`src/rtl/dspmm_regs.svh`:
```
// Register offsets, field positions, reset values and decode bounds for memory map
`ifndef DSPMM_REGS_SVH
`define DSPMM_REGS_SVH
`define DSPMM_PAGE_ADDR      16'h001E
`define DSPMM_WS_ADDR        16'h0028
`define DSPMM_WSCTL_ADDR     16'h002B
`define DSPMM_PAGE_RST       7'h00
`define DSPMM_WS_RST         16'h7FFF
`define DSPMM_WSCTL_RST      1'h0
`define DSPMM_VEC_RST        9'h1FF
`define DSPMM_XPA_BIT        15
`define DSPMM_IO_HI          14
`define DSPMM_IO_LO          12
`define DSPMM_DHI_HI         11
`define DSPMM_DHI_LO         9
`define DSPMM_DLO_HI         8
`define DSPMM_DLO_LO         6
`define DSPMM_PHI_HI         5
`define DSPMM_PHI_LO         3
`define DSPMM_PLO_HI         2
`define DSPMM_PLO_LO         0
`define DSPMM_DUAL_ACCESS_RAM_LO       16'h0080
`define DSPMM_DUAL_ACCESS_RAM_HI       16'h1FFF
`define DSPMM_SINGLE_ACCESS_RAM_LO       16'h2000
`define DSPMM_SINGLE_ACCESS_RAM_HI       16'h7FFF
`define DSPMM_PROGRAM_RAM_IN_DATA_ENABLE_LO        16'h8000
`define DSPMM_ROM_LO         16'hC000
`define DSPMM_PROT_LO        23'h001000
`define DSPMM_PROT_HI        23'h001FFF
`define DSPMM_COMMON_BIT     15
`define DSPMM_PROGRAM_RAM_IN_DATA_ENABLE_PAGE      7'h01
`define DSPMM_ZERO_PAGE      7'h00
`define DSPMM_VEC_SHIFT      7
`define DSPMM_SLOT_SHIFT     2
`define DSPMM_WS_ZERO        4'h0
`define DSPMM_WS_ONE         4'h1
`endif

```
`src/rtl/dspmm_pkg.sv`:
```
// Types for the memory map and wait-state block
package dspmm_pkg;
    typedef enum logic [1:0] {
        DSPMM_IDLE = 2'b00,
        DSPMM_WAIT = 2'b01,
        DSPMM_RDY  = 2'b10
    } dspmm_state_t;
    typedef enum logic [2:0] {
        DSPMM_SEL_NONE  = 3'b000,
        DSPMM_SEL_DUAL_ACCESS_RAM = 3'b001,
        DSPMM_SEL_SINGLE_ACCESS_RAM = 3'b010,
        DSPMM_SEL_ROM   = 3'b011,
        DSPMM_SEL_EXT   = 3'b100
    } dspmm_sel_t;
    typedef enum logic [2:0] {
        DSPMM_PGOP_NONE  = 3'b000,
        DSPMM_PGOP_FAR   = 3'b001,
        DSPMM_PGOP_TABLE = 3'b010,
        DSPMM_PGOP_TRAP  = 3'b011,
        DSPMM_PGOP_OTHER = 3'b100
    } dspmm_pgop_t;
    typedef enum logic [1:0] {
        DSPMM_SP_PROG = 2'b00,
        DSPMM_SP_DATA = 2'b01,
        DSPMM_SP_IO   = 2'b10
    } dspmm_space_t;
endpackage

```
`src/rtl/dspmm_top.sv`:
```
// Memory decode, program paging, vector relocation and wait-state generation
//
// Contract
// RL1: Dual-access RAM: four 2K blocks, two ports.
// RL2: Dual-access RAM at data 0080h-1FFFh, overlay into program.
// RL3: Seven 8K single-access blocks, one access each.
// RL4: Data 2000h-7FFFh also program when overlay set.
// RL5: Program 18000h-1FFFFh also data when enabled.
// RL6: Protection blocks external fetches from on-chip memory.
// RL7: Protected host reads only 1000h-1FFFh; writes free.
// RL8: Program address outside on-chip bounds goes external.
// RL9: Data address outside on-chip RAM goes external.
// RL10: Vector slots span four words; PC loads slot.
// RL11: Vectors at FF80h; pointer relocates to 128-word page.
// RL12: Hardware reset sets vector pointer all ones.
// RL13: Program space 23 bits, 128 pages of 64K.
// RL14: Overlay maps offsets 0000-7FFF to common RAM; the code maps 0080-7FFF and sends 0000-007F external.
// RL15: ROM decodes only on page zero.
// RL16: Page register at 001Eh, read/write, resets zero.
// RL17: Far ops and table ops use 23-bit addresses.
// RL18: Other instructions and interrupts keep page.
// RL19: Up to fourteen wait states; longer via ready.
// RL20: All-zero wait fields gate the wait generator.
// RL21: Five 3-bit wait fields: program, data, I/O.
// RL22: Wait count equals field, doubled by multiplier.
// RL23: Reset loads 7FFFh, multiplier clear.
// RL24: I/O 14-12, data 11-9 and 8-6, bit 15 range.
// RL25: Multiplier at bit 0 of control at 2Bh.
// RL26: Slow external device holds ready low.
`timescale 1ns/1ns
`include "dspmm_regs.svh"
module dspmm_top (
    input  wire logic                 mclk,
    input  wire logic                 rst,
    input  wire logic                 boot_memory_strap,
    input  wire logic                 rom_protect,
    input  wire logic                 ram_overlay_enable,
    input  wire logic                 program_ram_in_data_enable,
    input  wire logic                 mmr_we,
    input  wire logic [15:0]          mmr_addr,
    input  wire logic [15:0]          mmr_wdata,
    input  wire logic                 vec_we,
    input  wire logic [8:0]           vec_wdata,
    input  wire logic                 prog_req,
    input  wire logic [15:0]          prog_addr,
    input  wire logic                 prog_fetch_ext,
    input  wire dspmm_pkg::dspmm_pgop_t pg_op,
    input  wire logic [22:0]          pg_target,
    input  wire logic [4:0]           trap_num,
    input  wire logic                 data_req,
    input  wire logic [15:0]          data_addr,
    input  wire logic                 io_req,
    input  wire logic                 host_req,
    input  wire logic                 host_we,
    input  wire logic [22:0]          host_addr,
    input  wire logic                 ext_ready,
    output logic [15:0]               mmr_rdata,
    output logic [6:0]                program_page_select,
    output logic [8:0]                vector_page_pointer,
    output logic [15:0]               trap_pc,
    output logic [22:0]               prog_bus_addr,
    output dspmm_pkg::dspmm_sel_t     prog_sel,
    output logic [2:0]                prog_block,
    output dspmm_pkg::dspmm_sel_t     data_sel,
    output logic [2:0]                data_block,
    output logic                      host_grant,
    output logic                      ext_busy,
    output logic                      ext_done,
    output logic                      wait_clk_gate
);
    import dspmm_pkg::*;

    // Map overview, program side:
    //   overlay set: offsets 0080-1FFF dual-access RAM,
    //   2000-7FFF single-access blocks 0 to 2, every page.
    //   strap low: page 0 C000-FFFF is ROM.
    //   mapping bit set or not: page 1 8000-FFFF is blocks 3 to 6.
    //   anything else goes to the external bus.
    //
    // Map overview, data side:
    //   0080-1FFF dual-access RAM, four 2K blocks.
    //   2000-7FFF single-access blocks 0 to 2.
    //   8000-FFFF blocks 3 to 6 when mapping set,
    //   external otherwise.
    //   0000-007F register space, no select.
    //
    // Hazards:
    //   protected external fetches never see on-chip memory.
    //   protected host reads outside the open window are refused,
    //   host writes always pass.
    //   a busy sequencer drops new external requests,
    //   so callers wait for the done pulse.
    //
    // Timing:
    //   decode, read data and grant one cycle after request.
    //   done at least two cycles after ready is seen high,
    //   through the two-flop ready synchroniser.
    //

    typedef struct packed {
        logic [6:0]   page;
        logic [15:0]  ws;
        logic         dbl;
        logic [8:0]   vec;
        logic [15:0]  rdata;
        logic [15:0]  tpc;
        logic [22:0]  pbus;
        dspmm_sel_t   psel;
        logic [2:0]   pblk;
        dspmm_sel_t   dsel;
        logic [2:0]   dblk;
        logic         hgnt;
        dspmm_state_t st;
        logic [3:0]   cnt;
        logic         busy;
        logic         done;
        logic         gate;
        logic         rdy_s1;
        logic         rdy_s2;
    } dspmm_st_t;

    dspmm_st_t s_q, s_d;

    // State fields:
    //   page, ws, dbl, vec - programmable registers.
    //   rdata - registered read data.
    //   tpc - vector slot address of the last trap.
    //   pbus - full 23-bit program bus address.
    //   psel, pblk, dsel, dblk - registered selects.
    //   hgnt - registered host grant.
    //   st, cnt, busy, done - external sequencer.
    //   gate - wait counter clock enable flag.
    //   rdy_s1, rdy_s2 - ready synchroniser.
    //

    // Decode scratch
    logic [2:0]   fld;
    logic [3:0]   wcount;
    logic         ext_p;
    logic         ext_d;
    logic [15:0]  poff;
    logic         hin;
    dspmm_space_t sp;

    // Next-state logic
    always_comb begin
        s_d    = s_q;
        fld    = 3'h0;
        wcount = `DSPMM_WS_ZERO;
        ext_p  = 1'b0;
        ext_d  = 1'b0;
        sp     = DSPMM_SP_PROG;
        poff   = prog_addr;
        hin    = 1'b0;
        s_d.done   = 1'b0;
        // Ready pin synchroniser
        s_d.rdy_s1 = ext_ready;
        s_d.rdy_s2 = s_q.rdy_s1;

        // Register writes land on the request edge;
        // only full-address matches are decoded.
        // Page write keeps the low seven bits.
        // Control write keeps bit 0, rest reads zero.
        //

        // Register writes
        if (mmr_we) begin
            if (mmr_addr == `DSPMM_PAGE_ADDR) begin
                s_d.page = mmr_wdata[6:0]; // RL16
            end
            if (mmr_addr == `DSPMM_WS_ADDR) begin
                s_d.ws = mmr_wdata; // RL21 RL24
            end
            if (mmr_addr == `DSPMM_WSCTL_ADDR) begin
                s_d.dbl = mmr_wdata[0]; // RL25
            end
        end
        if (vec_we) begin
            s_d.vec = vec_wdata; // RL11
        end

        // Far operations load the page from the target;
        // traps and all other operations leave it alone.
        // A trap lands on slot number times four
        // inside the current vector page.
        //

        // Page changes only on far operations and page register writes; table operations set the bus address
        case (pg_op)
            DSPMM_PGOP_FAR:   s_d.page = pg_target[22:16]; // RL17
            DSPMM_PGOP_TABLE: s_d.pbus = pg_target; // RL17
            DSPMM_PGOP_TRAP:  s_d.tpc = {s_q.vec, trap_num, 2'b00}; // RL10 RL11 RL18
            default:          s_d.pbus = s_d.pbus; // RL18
        endcase

        // Register reads, reserved bits zero
        case (mmr_addr)
            `DSPMM_PAGE_ADDR:  s_d.rdata = {9'h000, s_q.page};
            `DSPMM_WS_ADDR:    s_d.rdata = s_q.ws;
            `DSPMM_WSCTL_ADDR: s_d.rdata = {15'h0000, s_q.dbl};
            default:           s_d.rdata = 16'h0000;
        endcase

        // Decode order: overlay, ROM, data mapping,
        // external. The first match wins; the overlay
        // stops below 8000, so it never shadows ROM.
        // Table operations replace the bus address
        // with their own 23-bit target this cycle.
        //

        // Program decode
        s_d.psel = DSPMM_SEL_NONE;
        s_d.pblk = 3'h0;
        if (prog_req) begin
            if (pg_op != DSPMM_PGOP_TABLE) begin
                s_d.pbus = {s_q.page, prog_addr}; // RL13
            end
            poff = s_d.pbus[15:0];
            if (ram_overlay_enable && !poff[`DSPMM_COMMON_BIT]
                && poff >= `DSPMM_DUAL_ACCESS_RAM_LO && !(prog_fetch_ext && rom_protect)) begin
                // Common block on every page
                if (poff <= `DSPMM_DUAL_ACCESS_RAM_HI) begin
                    s_d.psel = DSPMM_SEL_DUAL_ACCESS_RAM; // RL2 RL14
                    s_d.pblk = {1'b0, poff[12:11]}; // RL1
                end else begin
                    s_d.psel = DSPMM_SEL_SINGLE_ACCESS_RAM; // RL4 RL14
                    s_d.pblk = 3'(poff[15:13] - 3'h1); // RL3
                end
            end else if (!boot_memory_strap && s_d.pbus[22:16] == `DSPMM_ZERO_PAGE
                         && poff >= `DSPMM_ROM_LO && !(prog_fetch_ext && rom_protect)) begin
                s_d.psel = DSPMM_SEL_ROM; // RL15 RL6
            end else if (s_d.pbus[22:16] == `DSPMM_PROGRAM_RAM_IN_DATA_ENABLE_PAGE && poff >= `DSPMM_PROGRAM_RAM_IN_DATA_ENABLE_LO
                         && !(prog_fetch_ext && rom_protect)) begin
                s_d.psel = DSPMM_SEL_SINGLE_ACCESS_RAM; // RL5
                s_d.pblk = 3'(poff[15:13] - 3'h1);
            end else begin
                s_d.psel = DSPMM_SEL_EXT; // RL8 RL6
                ext_p    = 1'b1;
            end
        end

        // Data decode has no page: the space is 64K.
        // Addresses below 0080 select nothing here.
        //

        // Data decode
        s_d.dsel = DSPMM_SEL_NONE;
        s_d.dblk = 3'h0;
        if (data_req) begin
            if (data_addr >= `DSPMM_DUAL_ACCESS_RAM_LO && data_addr <= `DSPMM_DUAL_ACCESS_RAM_HI) begin
                s_d.dsel = DSPMM_SEL_DUAL_ACCESS_RAM; // RL2
                s_d.dblk = {1'b0, data_addr[12:11]}; // RL1
            end else if (data_addr >= `DSPMM_SINGLE_ACCESS_RAM_LO && data_addr <= `DSPMM_SINGLE_ACCESS_RAM_HI) begin
                s_d.dsel = DSPMM_SEL_SINGLE_ACCESS_RAM; // RL3
                s_d.dblk = 3'(data_addr[15:13] - 3'h1);
            end else if (program_ram_in_data_enable && data_addr >= `DSPMM_PROGRAM_RAM_IN_DATA_ENABLE_LO) begin
                s_d.dsel = DSPMM_SEL_SINGLE_ACCESS_RAM; // RL5
                s_d.dblk = 3'(data_addr[15:13] - 3'h1);
            end else if (data_addr >= `DSPMM_DUAL_ACCESS_RAM_LO) begin
                s_d.dsel = DSPMM_SEL_EXT; // RL9
                ext_d    = 1'b1;
                sp       = DSPMM_SP_DATA;
            end
        end

        // Host window is compared on all 23 bits.
        //

        // Host port read protection
        hin = host_addr >= `DSPMM_PROT_LO && host_addr <= `DSPMM_PROT_HI;
        s_d.hgnt = host_req && (host_we || !rom_protect || hin); // RL7

        // Wait field choice:
        //   I/O requests win over data and program.
        //   data upper half uses bits 11-9, lower 8-6.
        //   program fields follow the range control:
        //     clear - split on offset bit 15,
        //     set   - split on page zero or not.
        // Count is the field, or twice it when doubled.
        //

        // Wait field selection
        if (io_req) begin
            sp = DSPMM_SP_IO;
        end
        case (sp)
            DSPMM_SP_IO:   fld = s_q.ws[`DSPMM_IO_HI:`DSPMM_IO_LO]; // RL24
            DSPMM_SP_DATA: fld = data_addr[15] ? s_q.ws[`DSPMM_DHI_HI:`DSPMM_DHI_LO]
                                               : s_q.ws[`DSPMM_DLO_HI:`DSPMM_DLO_LO];
            DSPMM_SP_PROG: fld = (s_q.ws[`DSPMM_XPA_BIT] ? (s_d.pbus[22:16] != `DSPMM_ZERO_PAGE)
                                                        : poff[15])
                                 ? s_q.ws[`DSPMM_PHI_HI:`DSPMM_PHI_LO]
                                 : s_q.ws[`DSPMM_PLO_HI:`DSPMM_PLO_LO]; // RL24
            default:       fld = 3'h0;
        endcase
        wcount = s_q.dbl ? {fld, 1'b0} : {1'b0, fld}; // RL22 RL19

        // Gate drops when every wait field is zero;
        // the range control bit does not count.
        //

        // Clock gate for the wait counter
        s_d.gate = s_q.ws[14:0] != 15'h0000; // RL20

        // Sequencer states:
        //   idle  - waits for an external request.
        //   wait  - counts programmed wait states down.
        //   ready - holds until synchronised ready is high.
        // A zero count skips the wait state entirely.
        // The counter is only loaded while the gate is on,
        // so an all-zero register never starts it.
        // Ready low stretches an access past fourteen.
        //

        // External access sequencer
        case (s_q.st)
            DSPMM_IDLE: begin
                if (ext_p || ext_d || io_req) begin
                    s_d.busy = 1'b1;
                    if (s_q.gate && wcount != `DSPMM_WS_ZERO) begin
                        s_d.cnt = wcount;
                        s_d.st  = DSPMM_WAIT;
                    end else begin
                        s_d.st = DSPMM_RDY;
                    end
                end
            end
            DSPMM_WAIT: begin
                if (s_q.cnt == `DSPMM_WS_ONE) begin
                    s_d.st = DSPMM_RDY; // RL19
                end
                s_d.cnt = 4'(s_q.cnt - 4'h1);
            end
            DSPMM_RDY: begin
                if (s_q.rdy_s2) begin
                    s_d.busy = 1'b0; // RL26
                    s_d.done = 1'b1;
                    s_d.st   = DSPMM_IDLE;
                end
            end
            default: s_d.st = DSPMM_IDLE;
        endcase

        if (rst) begin
            s_d       = '0;
            s_d.page  = `DSPMM_PAGE_RST; // RL16
            s_d.ws    = `DSPMM_WS_RST; // RL23
            s_d.dbl   = `DSPMM_WSCTL_RST; // RL23
            s_d.vec   = `DSPMM_VEC_RST; // RL12
            s_d.gate  = 1'b1;
            s_d.st    = DSPMM_IDLE;
            s_d.psel  = DSPMM_SEL_NONE;
            s_d.dsel  = DSPMM_SEL_NONE;
        end
    end

    // All state moves on every clock edge;
    // reset is applied through the next value.
    //

    // State register
    always_ff @(posedge mclk) begin
        s_q <= s_d;
    end

    // Each output is a field of the state flops,
    // so no output sees combinational decode.
    //

    // Outputs straight from flops
    assign mmr_rdata           = s_q.rdata;
    assign program_page_select = s_q.page;
    assign vector_page_pointer = s_q.vec;
    assign trap_pc             = s_q.tpc;
    assign prog_bus_addr       = s_q.pbus;
    assign prog_sel            = s_q.psel;
    assign prog_block          = s_q.pblk;
    assign data_sel            = s_q.dsel;
    assign data_block          = s_q.dblk;
    assign host_grant          = s_q.hgnt;
    assign ext_busy            = s_q.busy;
    assign ext_done            = s_q.done;
    assign wait_clk_gate       = s_q.gate;
endmodule

```
`config.mk`:
```
export PLATFORM = sky130hd
export DESIGN_NAME = dspmm_top
export DESIGN_NICKNAME = d
export VERILOG_FILES = /design/src/rtl/dspmm_pkg.sv /design/src/rtl/dspmm_top.sv
export VERILOG_INCLUDE_DIRS = /design/src /design/src/rtl
export SDC_FILE = /design/constraint.sdc
export NUM_CORES = 1
export LEC_CHECK = 0
export ABC_AREA = 1
export BUFFER_PORTS_ARGS = -buffer_cell sky130_fd_sc_hd__buf_2
export CAP_MARGIN = 20
export CORE_MARGIN = 1.5
export CORE_UTILIZATION = 30
export CTS_CLUSTER_SIZE = 25
export DETAILED_ROUTE_END_ITERATION = 12
export GPL_TIMING_DRIVEN = 0
export PLACE_DENSITY = 0.65
export SYNTH_ARGS = -nofsm -noshare
export SYNTH_HDL_FRONTEND = slang
export SYNTH_SLANG_ARGS = --single-unit
```
`constraint.sdc`:
```
create_clock -name mclk -period 2.1 [get_ports mclk]
set_input_delay 0.21 -clock mclk [delete_from_list [all_inputs] [get_ports mclk]]
set_output_delay 0.21 -clock mclk [all_outputs]
set_load 0.1 [all_outputs]
```
# == After elaboration in Yosys (flattened, before gate mapping) ==
# Index checks and enable logic that the tools add are counted.
# totals
reg_bits,110
word_cells,151
inputBits,142
# op_classes
reduce_logical,44
n_eq_ne,17
mux,51
bitwise,3
add_sub_neg,3
magnitude_cmp,11
# ops
cell,count
$mux 23,3
$ge 16x16->1 const B,3
$pmux 16 s3,1
$eq 16x6->1 const B,2
$ge 16x8->1 const B,2
$le 16x13->1 const B,2
$mux 16,2
$mux 29,1
$mux 24,1
$mux 3,8
$ge 23x13->1 const B,1
$le 23x13->1 const B,1
$mux 7,3
$eq 16x5->1 const B,1
$ge 16x14->1 const B,1
$le 16x15->1 const B,1
$mux 1,16
$logic_and 1x1->1,15
$reduce_bool 15->1,1
$mux 2,6
$mux 4,3
$mux 5,2
$pmux 3 s3,1
$reduce_and 3->1,3
other kinds (26),49

# == Longest topological paths before layout ==
# logic_depth
word_depth,21
depth_mapped,20
mapped_depth_nobuf,19

# == Least setup slack after synthesis ==
# OpenSTA, ideal clock, no wires.
# synth_timing
path_type,input-to-reg
startpoint,input port pg_op[1]
endpoint,register s_q[5] in the netlist's numbering
cell_stages,17
slack_ps,59
t_arrival_ps,1926
required_ps,1985
cell_sequence,buf_4 > nand2_2 > nor2_4 > buf_6 > o21ai_1 > clkinv_1 > ha_1 > nand4_1 > nor2_1 > nand2_1 > nand2_1 > nand2_1 > nand3_2 > a21oi_4 > nand3_4 > a21oi_1 > nor2_1
# synth_between
elab_chain_len,15
# synth_rtl
item,line_no,rtl
start: declaration,dspmm_top.sv:47,"input wire dspmm_pkg::dspmm_pgop_t pg_op,"
$eq 3x2->1,dspmm_top.sv:189,case (pg_op)
$mux 23,dspmm_top.sv:189,
$mux 23,dspmm_top.sv:215,if (pg_op != DSPMM_PGOP_TABLE) begin
$mux 23,dspmm_top.sv:214,if (prog_req) begin
"$ge 16x16->1 (no source line), or another cell as far along",n/a,
$logic_and 1x1->1 (no source line),n/a,
"$logic_and 1x1->1, on equally long branches",n/a,
$mux 1 or $logic_and 1x1->1 (tied branches),"dspmm_top.sv:232, dspmm_top.sv:229",
$mux 1,dspmm_top.sv:229,end else if (!boot_memory_strap && s_d.pbus[22:16] == `DSPMM_ZERO_PAGE
$mux 1,dspmm_top.sv:219,if (ram_overlay_enable && !poff[`DSPMM_COMMON_BIT]
$mux 1,dspmm_top.sv:214,
$logic_or 1x1->1 (2 in a row),dspmm_top.sv:318,if (ext_p || ext_d || io_req) begin
$ne 2x2->1 (no source line),n/a,
$reduce_and 3->1 (no source line),n/a,
end signal: assignment,dspmm_top.sv:363,s_q <= s_d;
end: declaration,dspmm_top.sv:122,"dspmm_st_t s_q, s_d;"
# Several ways; a longest one is shown, not always the timed one. The select of a mux whose other input is x is not followed.
# A chain may end at the register's enable or synchronous reset.

# == Final worst setup path ==
# layout_timing
startpoint,input port pg_op[0]
endpoint,register s_q[6] in the netlist's numbering
# Same word-level chain as after synthesis.

==> results by group <==
Cells and area
  – Final non-filler cell area: 7430 um^2
  – Post-layout net count: 1188
  – Fill cell count: 1973
  – P&R area growth vs syn: 29.5%
  – Fraction of layout cells with a size suffix above 1: 33.4%

Yosys
  – Synthesized cell area: 5740 um^2
  – Count of unique library cells instantiated by Yosys: 41
  – Share of synthesized cell area in full adder, half adder and majority cells: 1.09%
  – Dominant cells by area after synthesis: sky130_fd_sc_hd__dfxtp_1, sky130_fd_sc_hd__nand2_1, sky130_fd_sc_hd__buf_4
  – Complex-gate fraction of the synthesized area: 11.7%
  – Flip-flop cell with the highest count after synthesis: sky130_fd_sc_hd__dfxtp_1
  – Register area share after synthesis: 38.4%
  – FF+latch count, synth: 110
  – Simple-gate share of the synthesized area: 30.0%
  – Syn Area/Cell: 6.98 um^2
  – Post-synthesis cell type with the largest combined area: sky130_fd_sc_hd__dfxtp_1
  – Xor-xnor portion of the synthesized cell area: 0.305%
  – Synth Warn #: 0
  – Number of enable flip-flop cells after synthesis: 0
  – Top cell type's share of synthesized area: 38.4%
  – Number of cells produced by synthesis: 822
  – Largest family of logic cells by synthesized area: simple AND/OR/NAND/NOR gates
  – Async S/R FF share, synth: 0%
  – Multiplexer area fraction after synthesis: 0%

Floorplanning
  – Initial Utilization: 30.7%
  – Boundary Pins: 229
  – Number of placement rows: 50
  – Overall die height: 141 um
  – Die Footprint: 20000 um^2
  – Floorplan Core Area: 18700 um^2
  – Horizontal die dimension: 141 um

Run status
  – Status: completed

Drt
  – Vias per std cell: 4.60
  – Post-detailed-route count of antenna-violating nets: 0
  – Average wire per cell in the routed design: 13.4 um
  – Number of DRC violations after detailed-routing iteration 0: 323
  – First-pass iteration count of the detailed router: 4
  – Vias post-DR: 5901
  – Drc violations: 0
  – Final wirelength: 17200 um

Placement
  – Number of buffer cells added on primary ports: 201
  – Detailed Place HPWL: 13500 um
  – Placed standard-cell area: 7040 um^2
  – RD Place Congestion: 0.843

Worst setup path
  – Slowest cell delay on critical path: 0.23 ns
  – Most numerous cell on the critical path: sky130_fd_sc_hd__nor2_1
  – CP Data Arrival Time: 2.19 ns
  – Type of the worst setup path: in -> reg
  – Cell class contributing the biggest share of worst-path delay: simple AND/OR/NAND/NOR gates
  – Critical Path Slowest Stage Cell: sky130_fd_sc_hd__nor2_4
  – Sequence of cells on the critical path: buf_2, inv_1, nand2_2, nor2_4, buf_6, buf_4, nor2_1, nor2_2, nand2_1, nor2_2, nand3_2, nand2_2, nor2_1, nor2_2, nor2_1, nand2_2, nand3_4, a21oi_1, nor2_1
  – Critical path buffer and inverter count: 4
  – CP Capture Type: register
  – Kind of start point of the critical path: input port
  – Largest fanout of any net on the critical path: 8
  – Required time at the worst-slack endpoint: 2.35 ns

STA
  – Setup skew after layout: 0.0136 ns
  – Pins Over Slew Limit: 0
  – Tmin final: 1.94 ns
  – Setup-violating endpoint count in the final report: 0
  – FMAX: 515 MHz
  – Period utilization: 92.4%
  – Slew at the pin closest to its max-slew limit: 0.885 ns
  – Worst-case headroom to the max-slew limit: 40.5%
  – Count of endpoints failing hold in the final timing report: 0
  – Setup repair after global routing missed its margin: no

CTS
  – Post-CTS Hold Buffers: 0
  – Later-pin clock latency in the skew report: 0.37 ns
  – Clock transition at the registers of the reported paths: 0.09 ns
  – CTS root buffer: sky130_fd_sc_hd__clkbuf_16
  – Maximum count of clock buffers along a single path: 2
  – Number of clock buffers inserted by TritonCTS: 9
  – Clock tree from TritonCTS: done
  – Sink Count: 110
  – H-tree Lvls: 3

GRT
  – Initial antenna violation count: 2
  – Wire length of the first global-routing pass: 26200 um
  – Largest net degree at the start of global routing: 23
  – Vias in the first global route: 5226
  – Total Routing Usage GR: 16.7%
  – Total global routing overflow: 0

Power and ir drop
  – Power density over the cells: 763 nW/um^2
  – Peak supply drop: 0.386 mV
  – Static power due to leakage: 3.89 nW
  – Tot Pwr: 5.67 mW

Min path
  – Hold Path Class: in -> reg

Run
  – Max_cap viols: 0
## metrics by stage
step	cells	hold slack [ns]	utilization, %	setup slack [ns]	setup TNS (ns)
final	1283	0.0462	39.7	0.159	0
after global routing	1282	0.0495	39.7	0.00505	0
after floorplan	823	0.315	-	0.0591	0
after global placement	1258	0.393	37.6	-0.379	-3.16
after CTS	1274	0.0330	39.3	0.0135	0
after detailed placement	1258	0.400	37.6	-0.367	-3.00
## synthesized netlist by cell type, types with 7 or more instances
cell type and instances:
sky130_fd_sc_hd__nand2_2 7, sky130_fd_sc_hd__nor2_2 7, sky130_fd_sc_hd__nor2_1 81, sky130_fd_sc_hd__clkbuf_1 22, sky130_fd_sc_hd__nor3_1 13, sky130_fd_sc_hd__a31oi_1 8, sky130_fd_sc_hd__nand4_1 12, sky130_fd_sc_hd__dfxtp_1 110
sky130_fd_sc_hd__o21ai_0 42, sky130_fd_sc_hd__a21oi_1 35, sky130_fd_sc_hd__buf_4 88, sky130_fd_sc_hd__inv_1 69, sky130_fd_sc_hd__nand2_1 216, sky130_fd_sc_hd__nor4_1 8, sky130_fd_sc_hd__o211ai_1 15, sky130_fd_sc_hd__nand3_1 43
## path summary, 6_finish.rpt
path / start / endpoint / slack, ns / cells past startpoint
worst max register to register: program_page_select[3]$_SDFFE_PP0P_ / s_q[6]$_SDFFE_PP0P_ / 0.17 / 17
worst min-delay path: data_addr[12] / data_block[1]$_SDFF_PP0_ / 0.05 / 3
worst min register to register: s_q[1]$_SDFF_PP0_ / s_q[0]$_SDFF_PP0_ / 0.41 / 2
worst max-delay path: pg_op[0] / s_q[6]$_SDFFE_PP0P_ / 0.16 / 19
## area by class of cell
type	instances	area, um^2	area share (%)
timing repair buffer	207	1050	14.2
antenna	3	7.51	0.101
clock inverter	7	82.6	1.11
inverter	75	282	3.79
clock buffer	9	225	3.03
buffer	115	779	10.5
sequential	110	2200	29.7
multi-input combinational	523	2500	33.6
tap	234	293	3.94
## power breakdown
group,internal (mW),switching (mW)
registers,2.21,0.0867
clock network,0.857,0.915
logic,0.466,1.14
## worst reg2reg max path, cell delays in order (launching register included)
cell and delay (ns):
sky130_fd_sc_hd__dfxtp_1 0.42, sky130_fd_sc_hd__nand2_1 0.07, sky130_fd_sc_hd__nand2_1 0.08, sky130_fd_sc_hd__nand2_1 0.05, sky130_fd_sc_hd__nand2_1 0.06, sky130_fd_sc_hd__clkinv_1 0.07, sky130_fd_sc_hd__nand2_1 0.10, sky130_fd_sc_hd__nor2_2 0.04
sky130_fd_sc_hd__nand3_2 0.08, sky130_fd_sc_hd__nand2_2 0.08, sky130_fd_sc_hd__nand2_1 0.07, sky130_fd_sc_hd__nand2_1 0.05, sky130_fd_sc_hd__nor2_2 0.13, sky130_fd_sc_hd__nor2_1 0.06, sky130_fd_sc_hd__nand2_2 0.11, sky130_fd_sc_hd__nand3_4 0.11
sky130_fd_sc_hd__a21oi_1 0.16, sky130_fd_sc_hd__nor2_1 0.06
## layout by cell type, fill, tap and decap left out, drive strengths merged, types with 2 or more instances in the layout
master	instances
buf	300
nand2	224
dfxtp	110
nor2	91
inv	76
o21ai	48
nand3	46
a21oi	36
clkbuf	31
o211ai	15
nor3	13
nand4	12
nor4	8
a31oi	8
ha	5
clkinv	5
diode	3
nand3b	2
a211oi	2
o31ai	2
a32oi	2
conb	2
## registers in the layout (all words and copies together), names as in the netlist, 3 cells and up
name,flops
s_q,25
prog_bus_addr,23
mmr_rdata,16
trap_pc,14
vector_page_pointer,9
program_page_select,7
data_block,3
data_sel,3
prog_block,3
prog_sel,3
## cells by family (layout without fill, tap and decap cells)
| kind of cell | after synthesis | after routing |
|---|---|---|
| other cells | 1 | 5 |
| compound gates | 116 | 116 |
| buf+inv | 190 | 413 |
| flops | 110 | 110 |
| fa+ha+maj | 5 | 5 |
| xor+xnor | 2 | 2 |
| simple gates | 398 | 398 |
## metal layers
layer	routed length, um	global-route usage [%]	up-vias
met1	7610	21.4	2636
met3	1110	3.10	39
met5	0	0	-
met2	7810	26.7	223
met4	672	9.27	0
li1	-	-	3003
## timing repair
action | in CTS | in global routing
setup buffers | 0 | 6
gates resized for setup | 0 | 10
endpoints found under the setup margin | 0 | 6
hold endpoints to repair | 0 | 0
(Power assumes the default switching activity.)
